--- config.mk ---
export PLATFORM = sky130hd
export DESIGN_NAME = mcct_timer
export DESIGN_NICKNAME = d
export VERILOG_FILES = /design/src/hdl/mcct_pkg.sv /design/src/hdl/mcct_timer.sv
export SDC_FILE = /design/constraint.sdc
export NUM_CORES = 2
export LEC_CHECK = 0
export BUFFER_PORTS_ARGS = -buffer_cell sky130_fd_sc_hd__buf_4
export CORE_MARGIN = 1.5
export CORE_UTILIZATION = 50
export CTS_CLUSTER_DIAMETER = 80
export DETAILED_ROUTE_END_ITERATION = 8
export MAX_ROUTING_LAYER = met4
export PLACE_DENSITY = 0.66
export SETUP_SLACK_MARGIN = 0.2
export SKIP_CTS_REPAIR_TIMING = 1
export SLEW_MARGIN = 10
export SYNTH_ARGS = -nofsm -noshare
export SYNTH_HDL_FRONTEND = slang
export SYNTH_SLANG_ARGS = --single-unit
--- constraint.sdc ---
create_clock -name ref_clk -period 3.24 [get_ports ref_clk]
set_clock_uncertainty 0.1 [all_clocks]
set_input_delay 0.324 -clock ref_clk [delete_from_list [all_inputs] [get_ports ref_clk]]
set_output_delay 0.324 -clock ref_clk [all_outputs]
set_load 0.02 [all_outputs]
--- src/hdl/mcct_pkg.sv ---
// Purpose : Constants, types and bus carrier for the capture/compare timer
// Assumes : Register index bus, 16-bit data, 5 channels of 4 general registers
// Notes   : Addresses are word indices; addr[7:4] picks channel, addr[3:0] register
package mcct_pkg;
  localparam int         NCH          = 5;
  localparam int         NGR          = 4;
  localparam int         IO_W         = 4;
  // Address map
  localparam logic [3:0] IDX_CTRL     = 4'h0;
  localparam logic [3:0] IDX_IOCTL    = 4'h1;
  localparam logic [3:0] IDX_IER      = 4'h2;
  localparam logic [3:0] IDX_FLAG     = 4'h3;
  localparam logic [3:0] IDX_CNT      = 4'h4;
  localparam logic [3:0] IDX_GRA      = 4'h5;
  localparam logic [3:0] GLB_CH       = 4'h5;
  localparam logic [3:0] IDX_START    = 4'h0;
  localparam logic [3:0] IDX_SYNC     = 4'h1;
  // Control register fields
  localparam int         CTRL_CLR_LSB = 0;
  localparam int         CTRL_CKS_LSB = 3;
  localparam int         CTRL_BUF_LSB = 6;
  localparam logic [4:0] BUF_CH_MASK  = 5'h19;
  // Per-register I/O field and overflow flag bit
  localparam int         IO_CAP_BIT   = 3;
  localparam int         FLAG_OVF_BIT = 4;
  // Reset values and counter limits
  localparam logic [15:0] CNT_MAX     = 16'hFFFF;
  localparam logic [15:0] CNT_ZERO    = 16'h0000;
  localparam logic [7:0]  CTRL_RST    = 8'h00;
  localparam logic [15:0] IO_RST      = 16'h0000;
  localparam logic [15:0] RD_ZERO     = 16'h0000;
  // Prescaler
  localparam logic [5:0] PRE_MASK_4   = 6'h03;
  localparam logic [5:0] PRE_MASK_16  = 6'h0F;
  localparam logic [5:0] PRE_MASK_64  = 6'h3F;
  localparam logic [5:0] PRE_ONE      = 6'h01;

  typedef enum logic [2:0] {CLR_NONE, CLR_A, CLR_B, CLR_SYNC, CLR_C, CLR_D} mcct_clr_t;
  typedef enum logic [2:0] {CK_DIV1, CK_DIV4, CK_DIV16, CK_DIV64, CK_EXT} mcct_cks_t;
  typedef enum logic [1:0] {OUT_NONE, OUT_LOW, OUT_HIGH, OUT_TOGGLE} mcct_out_t;
  typedef enum logic [1:0] {EDGE_RISE, EDGE_FALL, EDGE_BOTH, EDGE_ALT} mcct_edge_t;

  typedef struct packed {
    logic [7:0]  addr;
    logic [15:0] wdata;
    logic        wr;
    logic        rd;
  } mcct_bus_t;
endpackage

--- src/hdl/mcct_timer.sv ---
// Purpose : Five-channel 16-bit capture/compare timer core
// Assumes : One 40 MHz clock ref_clk, asynchronous active-low reset rstn
// Notes   : Pins and external clock are synchronised by two flip-flops
//
// Summary of operation
// - Counters count up: free-running, synchronous, or on external events.
// - Each general register works as capture or compare per its I/O field.
// - Setting a channel run bit starts its counter.
// - After reset every counter is free-running with no clear source.
// - Wrap from FFFF to 0000 sets the channel overflow flag.
// - Overflow flag with its enable set raises the channel interrupt.
// - After overflow the counter keeps counting from zero.
// - Selected compare match sets the match flag and clears the counter.
// - Match flag with its enable set raises the channel interrupt.
// - Compare match drives the pin low, high, or toggles it.
// - A match selecting the pin's present level leaves it unchanged.
// - A selected pin edge copies the counter into the capture register.
// - Capture edge is rising, falling or both, per register.
// - Channels 0 and 1 may capture on another channel's clock or match.
// - Counter can also be cleared by a selected input capture.
// - Writing one synchronous counter loads all synchronous counters.
// - Synchronous clearing clears the group when one member clears itself.
// - All five channels may join synchronous operation.
// - Buffering exists on channels 0, 3, 4: C buffers A, D buffers B.
// - Buffered compare match copies buffer to general register each match.
// - Buffered capture moves the old general value into the buffer.
//
// Implementation choices: the plain strobed port and the address map.
`timescale 1ns/100ps
module mcct_timer
  import mcct_pkg::*;
(
  input  wire logic                   ref_clk,
  input  wire logic                   rstn,
  input  wire mcct_bus_t              bus,
  output logic      [15:0]            rd_data,
  input  wire logic                   ext_clk_in,
  input  wire logic [NCH-1:0][NGR-1:0] pin_in,
  output logic      [NCH-1:0][NGR-1:0] pin_out,
  output logic      [NCH-1:0][NGR-1:0] pin_oe_n,
  output logic      [NCH-1:0]         irq_req
);

  ////////////////////////////////////////////////////////////////////////////
  // State
  logic [15:0]            cnt_reg   [NCH];
  logic [15:0]            gr_reg    [NCH][NGR];
  logic [7:0]             ctrl_reg  [NCH];
  logic [15:0]            io_reg    [NCH];
  logic [4:0]             ier_reg   [NCH];
  logic [4:0]             flag_reg  [NCH];
  logic [NCH-1:0]         start_reg;
  logic [NCH-1:0]         sync_reg;
  logic [5:0]             pre_reg;
  logic [15:0]            rd_reg;
  logic [NCH-1:0][NGR-1:0] pin_s1_reg;
  logic [NCH-1:0][NGR-1:0] pin_s2_reg;
  logic [NCH-1:0][NGR-1:0] pin_s3_reg;
  logic [NCH-1:0][NGR-1:0] out_reg;
  logic [2:0]             ext_sync_reg;

  // Per-cycle events
  logic [NCH-1:0]         clk_src;
  logic [NCH-1:0]         tick;
  logic [NCH-1:0][NGR-1:0] cmp_hit;
  logic [NCH-1:0][NGR-1:0] cap_hit;
  logic [NCH-1:0][NGR-1:0] unit_on;
  logic [NCH-1:0][NGR-1:0] drive_on;
  logic [NCH-1:0]         own_clr;
  logic [NCH-1:0]         clr;
  logic [NCH-1:0]         ovf;
  logic [NCH-1:0]         cnt_wr;
  logic                   sync_clr_any;
  logic                   ext_rise;

  ////////////////////////////////////////////////////////////////////////////
  // Helper functions
  function automatic logic wr_hit(input mcct_bus_t b, input logic [3:0] ch,
                                  input logic [3:0] idx);
    wr_hit = b.wr && (b.addr[7:4] == ch) && (b.addr[3:0] == idx);
  endfunction

  function automatic logic src_tick(input logic [2:0] cks, input logic [5:0] pre,
                                    input logic ext);
    case (mcct_cks_t'(cks))
      CK_DIV1:  src_tick = 1'b1;
      CK_DIV4:  src_tick = ((pre & PRE_MASK_4) == PRE_MASK_4);
      CK_DIV16: src_tick = ((pre & PRE_MASK_16) == PRE_MASK_16);
      CK_DIV64: src_tick = ((pre & PRE_MASK_64) == PRE_MASK_64);
      CK_EXT:   src_tick = ext;
      default:  src_tick = 1'b0;
    endcase
  endfunction

  function automatic logic edge_hit(input logic [1:0] sel, input logic prev,
                                    input logic cur, input logic alt);
    case (mcct_edge_t'(sel))
      EDGE_RISE: edge_hit = cur && !prev;
      EDGE_FALL: edge_hit = !cur && prev;
      EDGE_BOTH: edge_hit = cur ^ prev;
      EDGE_ALT:  edge_hit = alt;
      default:   edge_hit = 1'b0;
    endcase
  endfunction

  ////////////////////////////////////////////////////////////////////////////
  // Input synchronisers and prescaler
  always_ff @(posedge ref_clk or negedge rstn) begin
    if (!rstn) begin
      pin_s1_reg   <= '0;
      pin_s2_reg   <= '0;
      pin_s3_reg   <= '0;
      ext_sync_reg <= '0;
      pre_reg      <= '0;
    end else begin
      pin_s1_reg   <= pin_in;
      pin_s2_reg   <= pin_s1_reg;
      pin_s3_reg   <= pin_s2_reg;
      ext_sync_reg <= {ext_sync_reg[1:0], ext_clk_in};
      pre_reg      <= pre_reg + PRE_ONE;
    end
  end

  assign ext_rise = ext_sync_reg[1] && !ext_sync_reg[2];

  ////////////////////////////////////////////////////////////////////////////
  // Event decode: ticks, matches, captures, clears
  always_comb begin
    clk_src      = '0;
    tick         = '0;
    cmp_hit      = '0;
    cap_hit      = '0;
    unit_on      = '0;
    drive_on     = '0;
    own_clr      = '0;
    clr          = '0;
    ovf          = '0;
    cnt_wr       = '0;
    for (int ch = 0; ch < NCH; ch++) begin
      clk_src[ch] = src_tick(ctrl_reg[ch][CTRL_CKS_LSB +: 3], pre_reg, ext_rise);
      tick[ch]    = start_reg[ch] && clk_src[ch];
      cnt_wr[ch]  = wr_hit(bus, 4'(ch), IDX_CNT);
      for (int r = 0; r < NGR; r++) begin
        // C and D become plain buffers when their pair is buffered
        unit_on[ch][r] = !(r >= 2 && BUF_CH_MASK[ch] &&
                           ctrl_reg[ch][CTRL_BUF_LSB + r - 2]);
        cmp_hit[ch][r] = unit_on[ch][r] && !io_reg[ch][r*IO_W + IO_CAP_BIT] &&
                         tick[ch] && (cnt_reg[ch] == gr_reg[ch][r]);
        drive_on[ch][r] = unit_on[ch][r] && !io_reg[ch][r*IO_W + IO_CAP_BIT] &&
                          (io_reg[ch][r*IO_W +: 2] != OUT_NONE);
      end
    end
    for (int ch = 0; ch < NCH; ch++) begin
      for (int r = 0; r < NGR; r++) begin
        // Alternate sources; an undivided source clock gives no capture
        cap_hit[ch][r] = unit_on[ch][r] && start_reg[ch] &&
                         io_reg[ch][r*IO_W + IO_CAP_BIT] &&
                         edge_hit(io_reg[ch][r*IO_W +: 2], pin_s3_reg[ch][r],
                                  pin_s2_reg[ch][r],
                                  (ch == 0) ? (clk_src[1] && (mcct_cks_t'(
                                    ctrl_reg[1][CTRL_CKS_LSB +: 3]) != CK_DIV1))
                                  : (ch == 1) ? cmp_hit[0][0] : 1'b0);
      end
      case (mcct_clr_t'(ctrl_reg[ch][CTRL_CLR_LSB +: 3]))
        CLR_A:   own_clr[ch] = cmp_hit[ch][0] || cap_hit[ch][0];
        CLR_B:   own_clr[ch] = cmp_hit[ch][1] || cap_hit[ch][1];
        CLR_C:   own_clr[ch] = cmp_hit[ch][2] || cap_hit[ch][2];
        CLR_D:   own_clr[ch] = cmp_hit[ch][3] || cap_hit[ch][3];
        default: own_clr[ch] = 1'b0;
      endcase
    end
    sync_clr_any = |(own_clr & sync_reg);
    for (int ch = 0; ch < NCH; ch++) begin
      clr[ch] = own_clr[ch] ||
                (sync_reg[ch] && sync_clr_any && start_reg[ch] &&
                 (mcct_clr_t'(ctrl_reg[ch][CTRL_CLR_LSB +: 3]) == CLR_SYNC));
      ovf[ch] = tick[ch] && !clr[ch] && (cnt_reg[ch] == CNT_MAX);
    end
  end

  ////////////////////////////////////////////////////////////////////////////
  // Counters: preset, clear, count
  always_ff @(posedge ref_clk or negedge rstn) begin
    if (!rstn) begin
      for (int ch = 0; ch < NCH; ch++) begin
        cnt_reg[ch] <= CNT_ZERO;
      end
    end else begin
      for (int ch = 0; ch < NCH; ch++) begin
        if (cnt_wr[ch] || (sync_reg[ch] && |(cnt_wr & sync_reg))) begin
          cnt_reg[ch] <= bus.wdata;
        end else if (clr[ch]) begin
          cnt_reg[ch] <= CNT_ZERO;
        end else if (tick[ch]) begin
          cnt_reg[ch] <= cnt_reg[ch] + 16'h0001;
        end
      end
    end
  end

  ////////////////////////////////////////////////////////////////////////////
  // General registers: software write, capture, buffer transfers
  always_ff @(posedge ref_clk or negedge rstn) begin
    if (!rstn) begin
      for (int ch = 0; ch < NCH; ch++) begin
        for (int r = 0; r < NGR; r++) begin
          gr_reg[ch][r] <= CNT_MAX;
        end
      end
    end else begin
      for (int ch = 0; ch < NCH; ch++) begin
        for (int r = 0; r < NGR; r++) begin
          if (wr_hit(bus, 4'(ch), IDX_GRA + 4'(r))) begin
            gr_reg[ch][r] <= bus.wdata;
          end
        end
        for (int p = 0; p < 2; p++) begin
          if (!unit_on[ch][p+2]) begin
            if (cap_hit[ch][p]) begin
              gr_reg[ch][p+2] <= gr_reg[ch][p];
            end else if (cmp_hit[ch][p]) begin
              gr_reg[ch][p] <= gr_reg[ch][p+2];
            end
          end
        end
        for (int r = 0; r < NGR; r++) begin
          if (cap_hit[ch][r]) begin
            gr_reg[ch][r] <= cnt_reg[ch];
          end
        end
      end
    end
  end

  ////////////////////////////////////////////////////////////////////////////
  // Flags: hardware set wins over a write-one clear
  always_ff @(posedge ref_clk or negedge rstn) begin
    if (!rstn) begin
      for (int ch = 0; ch < NCH; ch++) begin
        flag_reg[ch] <= '0;
      end
    end else begin
      for (int ch = 0; ch < NCH; ch++) begin
        flag_reg[ch] <= (flag_reg[ch] &
                         ~(wr_hit(bus, 4'(ch), IDX_FLAG) ? bus.wdata[4:0] : 5'h00)) |
                        {ovf[ch], cmp_hit[ch] | cap_hit[ch]};
      end
    end
  end

  // Interrupt requests per channel
  always_comb begin
    for (int ch = 0; ch < NCH; ch++) begin
      irq_req[ch] = |(flag_reg[ch] & ier_reg[ch]);
    end
  end

  ////////////////////////////////////////////////////////////////////////////
  // Control registers
  always_ff @(posedge ref_clk or negedge rstn) begin
    if (!rstn) begin
      for (int ch = 0; ch < NCH; ch++) begin
        ctrl_reg[ch] <= CTRL_RST;
        io_reg[ch]   <= IO_RST;
        ier_reg[ch]  <= '0;
      end
      start_reg <= '0;
      sync_reg  <= '0;
    end else begin
      for (int ch = 0; ch < NCH; ch++) begin
        if (wr_hit(bus, 4'(ch), IDX_CTRL)) ctrl_reg[ch] <= bus.wdata[7:0];
        if (wr_hit(bus, 4'(ch), IDX_IOCTL)) io_reg[ch] <= bus.wdata;
        if (wr_hit(bus, 4'(ch), IDX_IER)) ier_reg[ch] <= bus.wdata[4:0];
      end
      if (wr_hit(bus, GLB_CH, IDX_START)) start_reg <= bus.wdata[NCH-1:0];
      if (wr_hit(bus, GLB_CH, IDX_SYNC)) sync_reg <= bus.wdata[NCH-1:0];
    end
  end

  ////////////////////////////////////////////////////////////////////////////
  // Compare outputs
  always_ff @(posedge ref_clk or negedge rstn) begin
    if (!rstn) begin
      out_reg <= '0;
    end else begin
      for (int ch = 0; ch < NCH; ch++) begin
        for (int r = 0; r < NGR; r++) begin
          if (cmp_hit[ch][r]) begin
            case (mcct_out_t'(io_reg[ch][r*IO_W +: 2]))
              OUT_LOW:    out_reg[ch][r] <= 1'b0;
              OUT_HIGH:   out_reg[ch][r] <= 1'b1;
              OUT_TOGGLE: out_reg[ch][r] <= !out_reg[ch][r];
              default:    out_reg[ch][r] <= out_reg[ch][r];
            endcase
          end
        end
      end
    end
  end

  assign pin_out  = out_reg;
  assign pin_oe_n = ~drive_on;

  ////////////////////////////////////////////////////////////////////////////
  // Read port: data in the cycle after the strobe, unmapped reads zero
  always_ff @(posedge ref_clk or negedge rstn) begin
    if (!rstn) begin
      rd_reg <= RD_ZERO;
    end else if (bus.rd) begin
      rd_reg <= RD_ZERO;
      for (int ch = 0; ch < NCH; ch++) begin
        if (bus.addr[7:4] == 4'(ch)) begin
          case (bus.addr[3:0])
            IDX_CTRL:  rd_reg <= {8'h00, ctrl_reg[ch]};
            IDX_IOCTL: rd_reg <= io_reg[ch];
            IDX_IER:   rd_reg <= {11'h000, ier_reg[ch]};
            IDX_FLAG:  rd_reg <= {11'h000, flag_reg[ch]};
            IDX_CNT:   rd_reg <= cnt_reg[ch];
            4'h5:      rd_reg <= gr_reg[ch][0];
            4'h6:      rd_reg <= gr_reg[ch][1];
            4'h7:      rd_reg <= gr_reg[ch][2];
            4'h8:      rd_reg <= gr_reg[ch][3];
            default:   rd_reg <= RD_ZERO;
          endcase
        end
      end
      if (bus.addr[7:4] == GLB_CH && bus.addr[3:0] == IDX_START) begin
        rd_reg <= {11'h000, start_reg};
      end
      if (bus.addr[7:4] == GLB_CH && bus.addr[3:0] == IDX_SYNC) begin
        rd_reg <= {11'h000, sync_reg};
      end
    end else begin
      rd_reg <= RD_ZERO;
    end
  end

  assign rd_data = rd_reg;

  for (genvar g = 0; g < NCH; g++) begin : g_chk

  end
endmodule
==> qor.csv <==
metric,value,unit
Final Cycle Share,107,%
Synth Warn #,0,
Slew HR,29.5,%
CP peak stage delay,0.53,ns
Buffers on Ports,109,
DR vias/cell,6.50,
Synth Flop Type,dfrtp_1,
Critical Path End Type,flip-flop,
violated checks,"design-rule violations, negative setup slack",
initial antenna violation count,7,
grt ovf,0,
root buffer cell,clkbuf_16,
Worst-path clk slew,0.06,ns
first-pass GRT wire length,240000,um
leakage power,0.0219,uW
CTS tree,done,
pre-CTS setup slack,-0.274,ns
htree depth,3,
synthesized flop and latch total,685,
dpl hpwl,110000,um
Worst Tran Pin Value,1.05,ns
Mapped Cells,4527,
worst setup path category,flip-flop to flip-flop,
Setup crit start kind,flip-flop,
Worst-Skew Late Latency,0.65,ns
Placed Cells,5765,
Nets,4911,
asr flop ratio synth,100,%
largest net degree at the start of global routing,76,
Final Setup Violations,83,
f_max,0.288,GHz
CTS Buffer Depth,3,
Die W,291,um
Critical Path RT,3.65,ns
status,"complete, but fails checks",
Largest register FFs,320,
peak supply drop,0.463,mV
Detailed Routing Iterations Pass 1,9,
row cnt,105,
Iteration-0 DRC Markers,5809,
Avg Synthesized Cell Area,9.14,sq um
TritonCTS Buffers,81,
syn nets,4622,
Final Critical Period,3.48,ns
DRC errors left,3,
crit path cell chain,xor2_1 > nor4_1 > nand3_1 > buf_4 > nor3_4 > a311oi_2 > o32ai_1 > a31oi_2 > o2111ai_4 > buf_6 > a311o_1 > buf_12 > o21ai_1,
max-slew violations,0,
hold slack,0.0324,ns
share of post-route cells with drive strength above 1,27.8,%
CP max-delay cell,dfstp_2,
"EDFF count, synth",0,
clock sink count,685,
area of the mapped netlist,41400,sq um
Pwr Density,542,nW/um^2
unrepaired setup endpoints after global routing,true,
number of I/O pins,110,
final worst slack,-0.236,ns
worst hold path class,input port to flip-flop,
maxcap violations,0,
DIE HEIGHT,291,um
Post-Route WL,163000,um
worst path arrival time,3.89,ns
DR vias,38700,
synth unique cells,89,
GP Congestion,1.01,
Die Area,84500,sq um
Finished Core Util,60.5,%
wire per inst,27.3,um
post-synthesis sequential area ratio,42.4,%
critical-path maximum fanout,16,
core area,82000,sq um
vias in the first global route,36800,
"non-filler cells, final",5959,
Final Hold Fails,0,
Antenna Violating Nets Remaining,0,
setup_tns,-11.93,ns
Layout area overhead,19.8,%
gr usage total,38.5,%
initial core utilization,50.5,%
## final timing paths
path                       cells after the start  slack (ns)                     from                  endpoint
setup / recovery                              13       -0.24    gr_reg[306]$_DFF_PN1_   cnt_reg[38]$_DFFE_PN0P_
hold / removal                                 3        0.03                   bus[0]      rd_data[3]$_DFF_PN0_
setup reg to reg                              13       -0.24    gr_reg[306]$_DFF_PN1_   cnt_reg[38]$_DFFE_PN0P_
hold reg to reg                                0        0.25  pin_s1_reg[6]$_DFF_PN0_   pin_s2_reg[6]$_DFF_PN0_
max in group asynchronous                      3        1.83                     rstn     gr_reg[297]$_DFF_PN1_
min in group asynchronous                      2        0.15                     rstn  pin_s2_reg[18]$_DFF_PN0_
## stage by stage
stage               cell area, sq um  total power, uW
finish                         49600            26900
global route                   49600            27800
CTS                            48800            26600
detailed placement             46100            17300
global placement               46100            17200
floorplan                      41500            14300
## cells by family (layout without fill, tap and decap cells)
kind of cell,count (synthesis),in the layout,synth area share [%]
simple gates,1407,1407,15.5
compound gates,1070,1071,16.3
flops,685,685,42.4
buf+inv,465,821,4.33
mux,461,461,11.8
xor+xnor,393,393,8.32
fa+ha+maj,46,46,1.39
other cells,0,5,0
## power breakdown
group | internal, uW | switching [uW]
Combinational | 2860 | 3800
Clock | 5490 | 3920
Sequential | 9610 | 1230
Total | 18000 | 8940
## layout by cell type, fill, tap and decap left out, types with 45 or more instances in the layout
master	instances
nor4_1	45
nand2_1	567
inv_1	62
buf_4	540
nor2_1	254
a221oi_1	49
nand3_1	312
a222oi_1	75
xor2_1	275
xnor2_1	118
a21oi_1	319
o21ai_1	53
dfrtp_1	365
mux2i_1	239
dfstp_2	320
mux2_2	217
a22oi_1	59
clkbuf_16	89
o21ai_0	287
## final cells by class
type	instances	area, sq um
sequential	685	17500
inverter	63	236
antenna	5	12.5
timing repair buffer	607	5140
multi-input combinational	3378	22600
tap	1070	1340
clock buffer	122	2380
fill	7120	32400
clock inverter	29	308
## metal layers
metal | up-vias | GRT usage (%) | part of all wire [%]
met5 | - | - | 0
met3 | 531 | 7.78 | 11
met4 | 0 | 19.4 | 5.8
li1 | 16700 | - | -
met2 | 2538 | 56.2 | 44
met1 | 19000 | 50.9 | 39
## Yosys cell counts, types with 60 or more instances
| master | instances | share of area (%) |
|---|---|---|
| mux2i_1 | 240 | 5.8 |
| o21ai_0 | 295 | 3.6 |
| o21ai_1 | 69 | 0.83 |
| nor2_1 | 258 | 2.3 |
| dfrtp_1 | 365 | 22 |
| xnor2_1 | 118 | 2.5 |
| a222oi_1 | 75 | 1.8 |
| dfstp_2 | 320 | 20 |
| nand2_1 | 569 | 5.2 |
| inv_1 | 63 | 0.57 |
| clkbuf_1 | 325 | 2.9 |
| xor2_1 | 275 | 5.8 |
| a22oi_1 | 60 | 1.1 |
| a21oi_1 | 324 | 3.9 |
| mux2_2 | 218 | 5.9 |
| nand3_1 | 315 | 3.8 |
## worst max-delay path: cells and delay by family (launching register included)
kind | cells | cell delay [ns]
buffers and inverters | 3 | 0.56
AO/OA/AOI/OAI | 6 | 1.24
flip-flops | 1 | 0.53
XOR/XNOR | 1 | 0.06
AND/OR/NAND/NOR | 3 | 0.85
(Power assumes the default switching activity.)
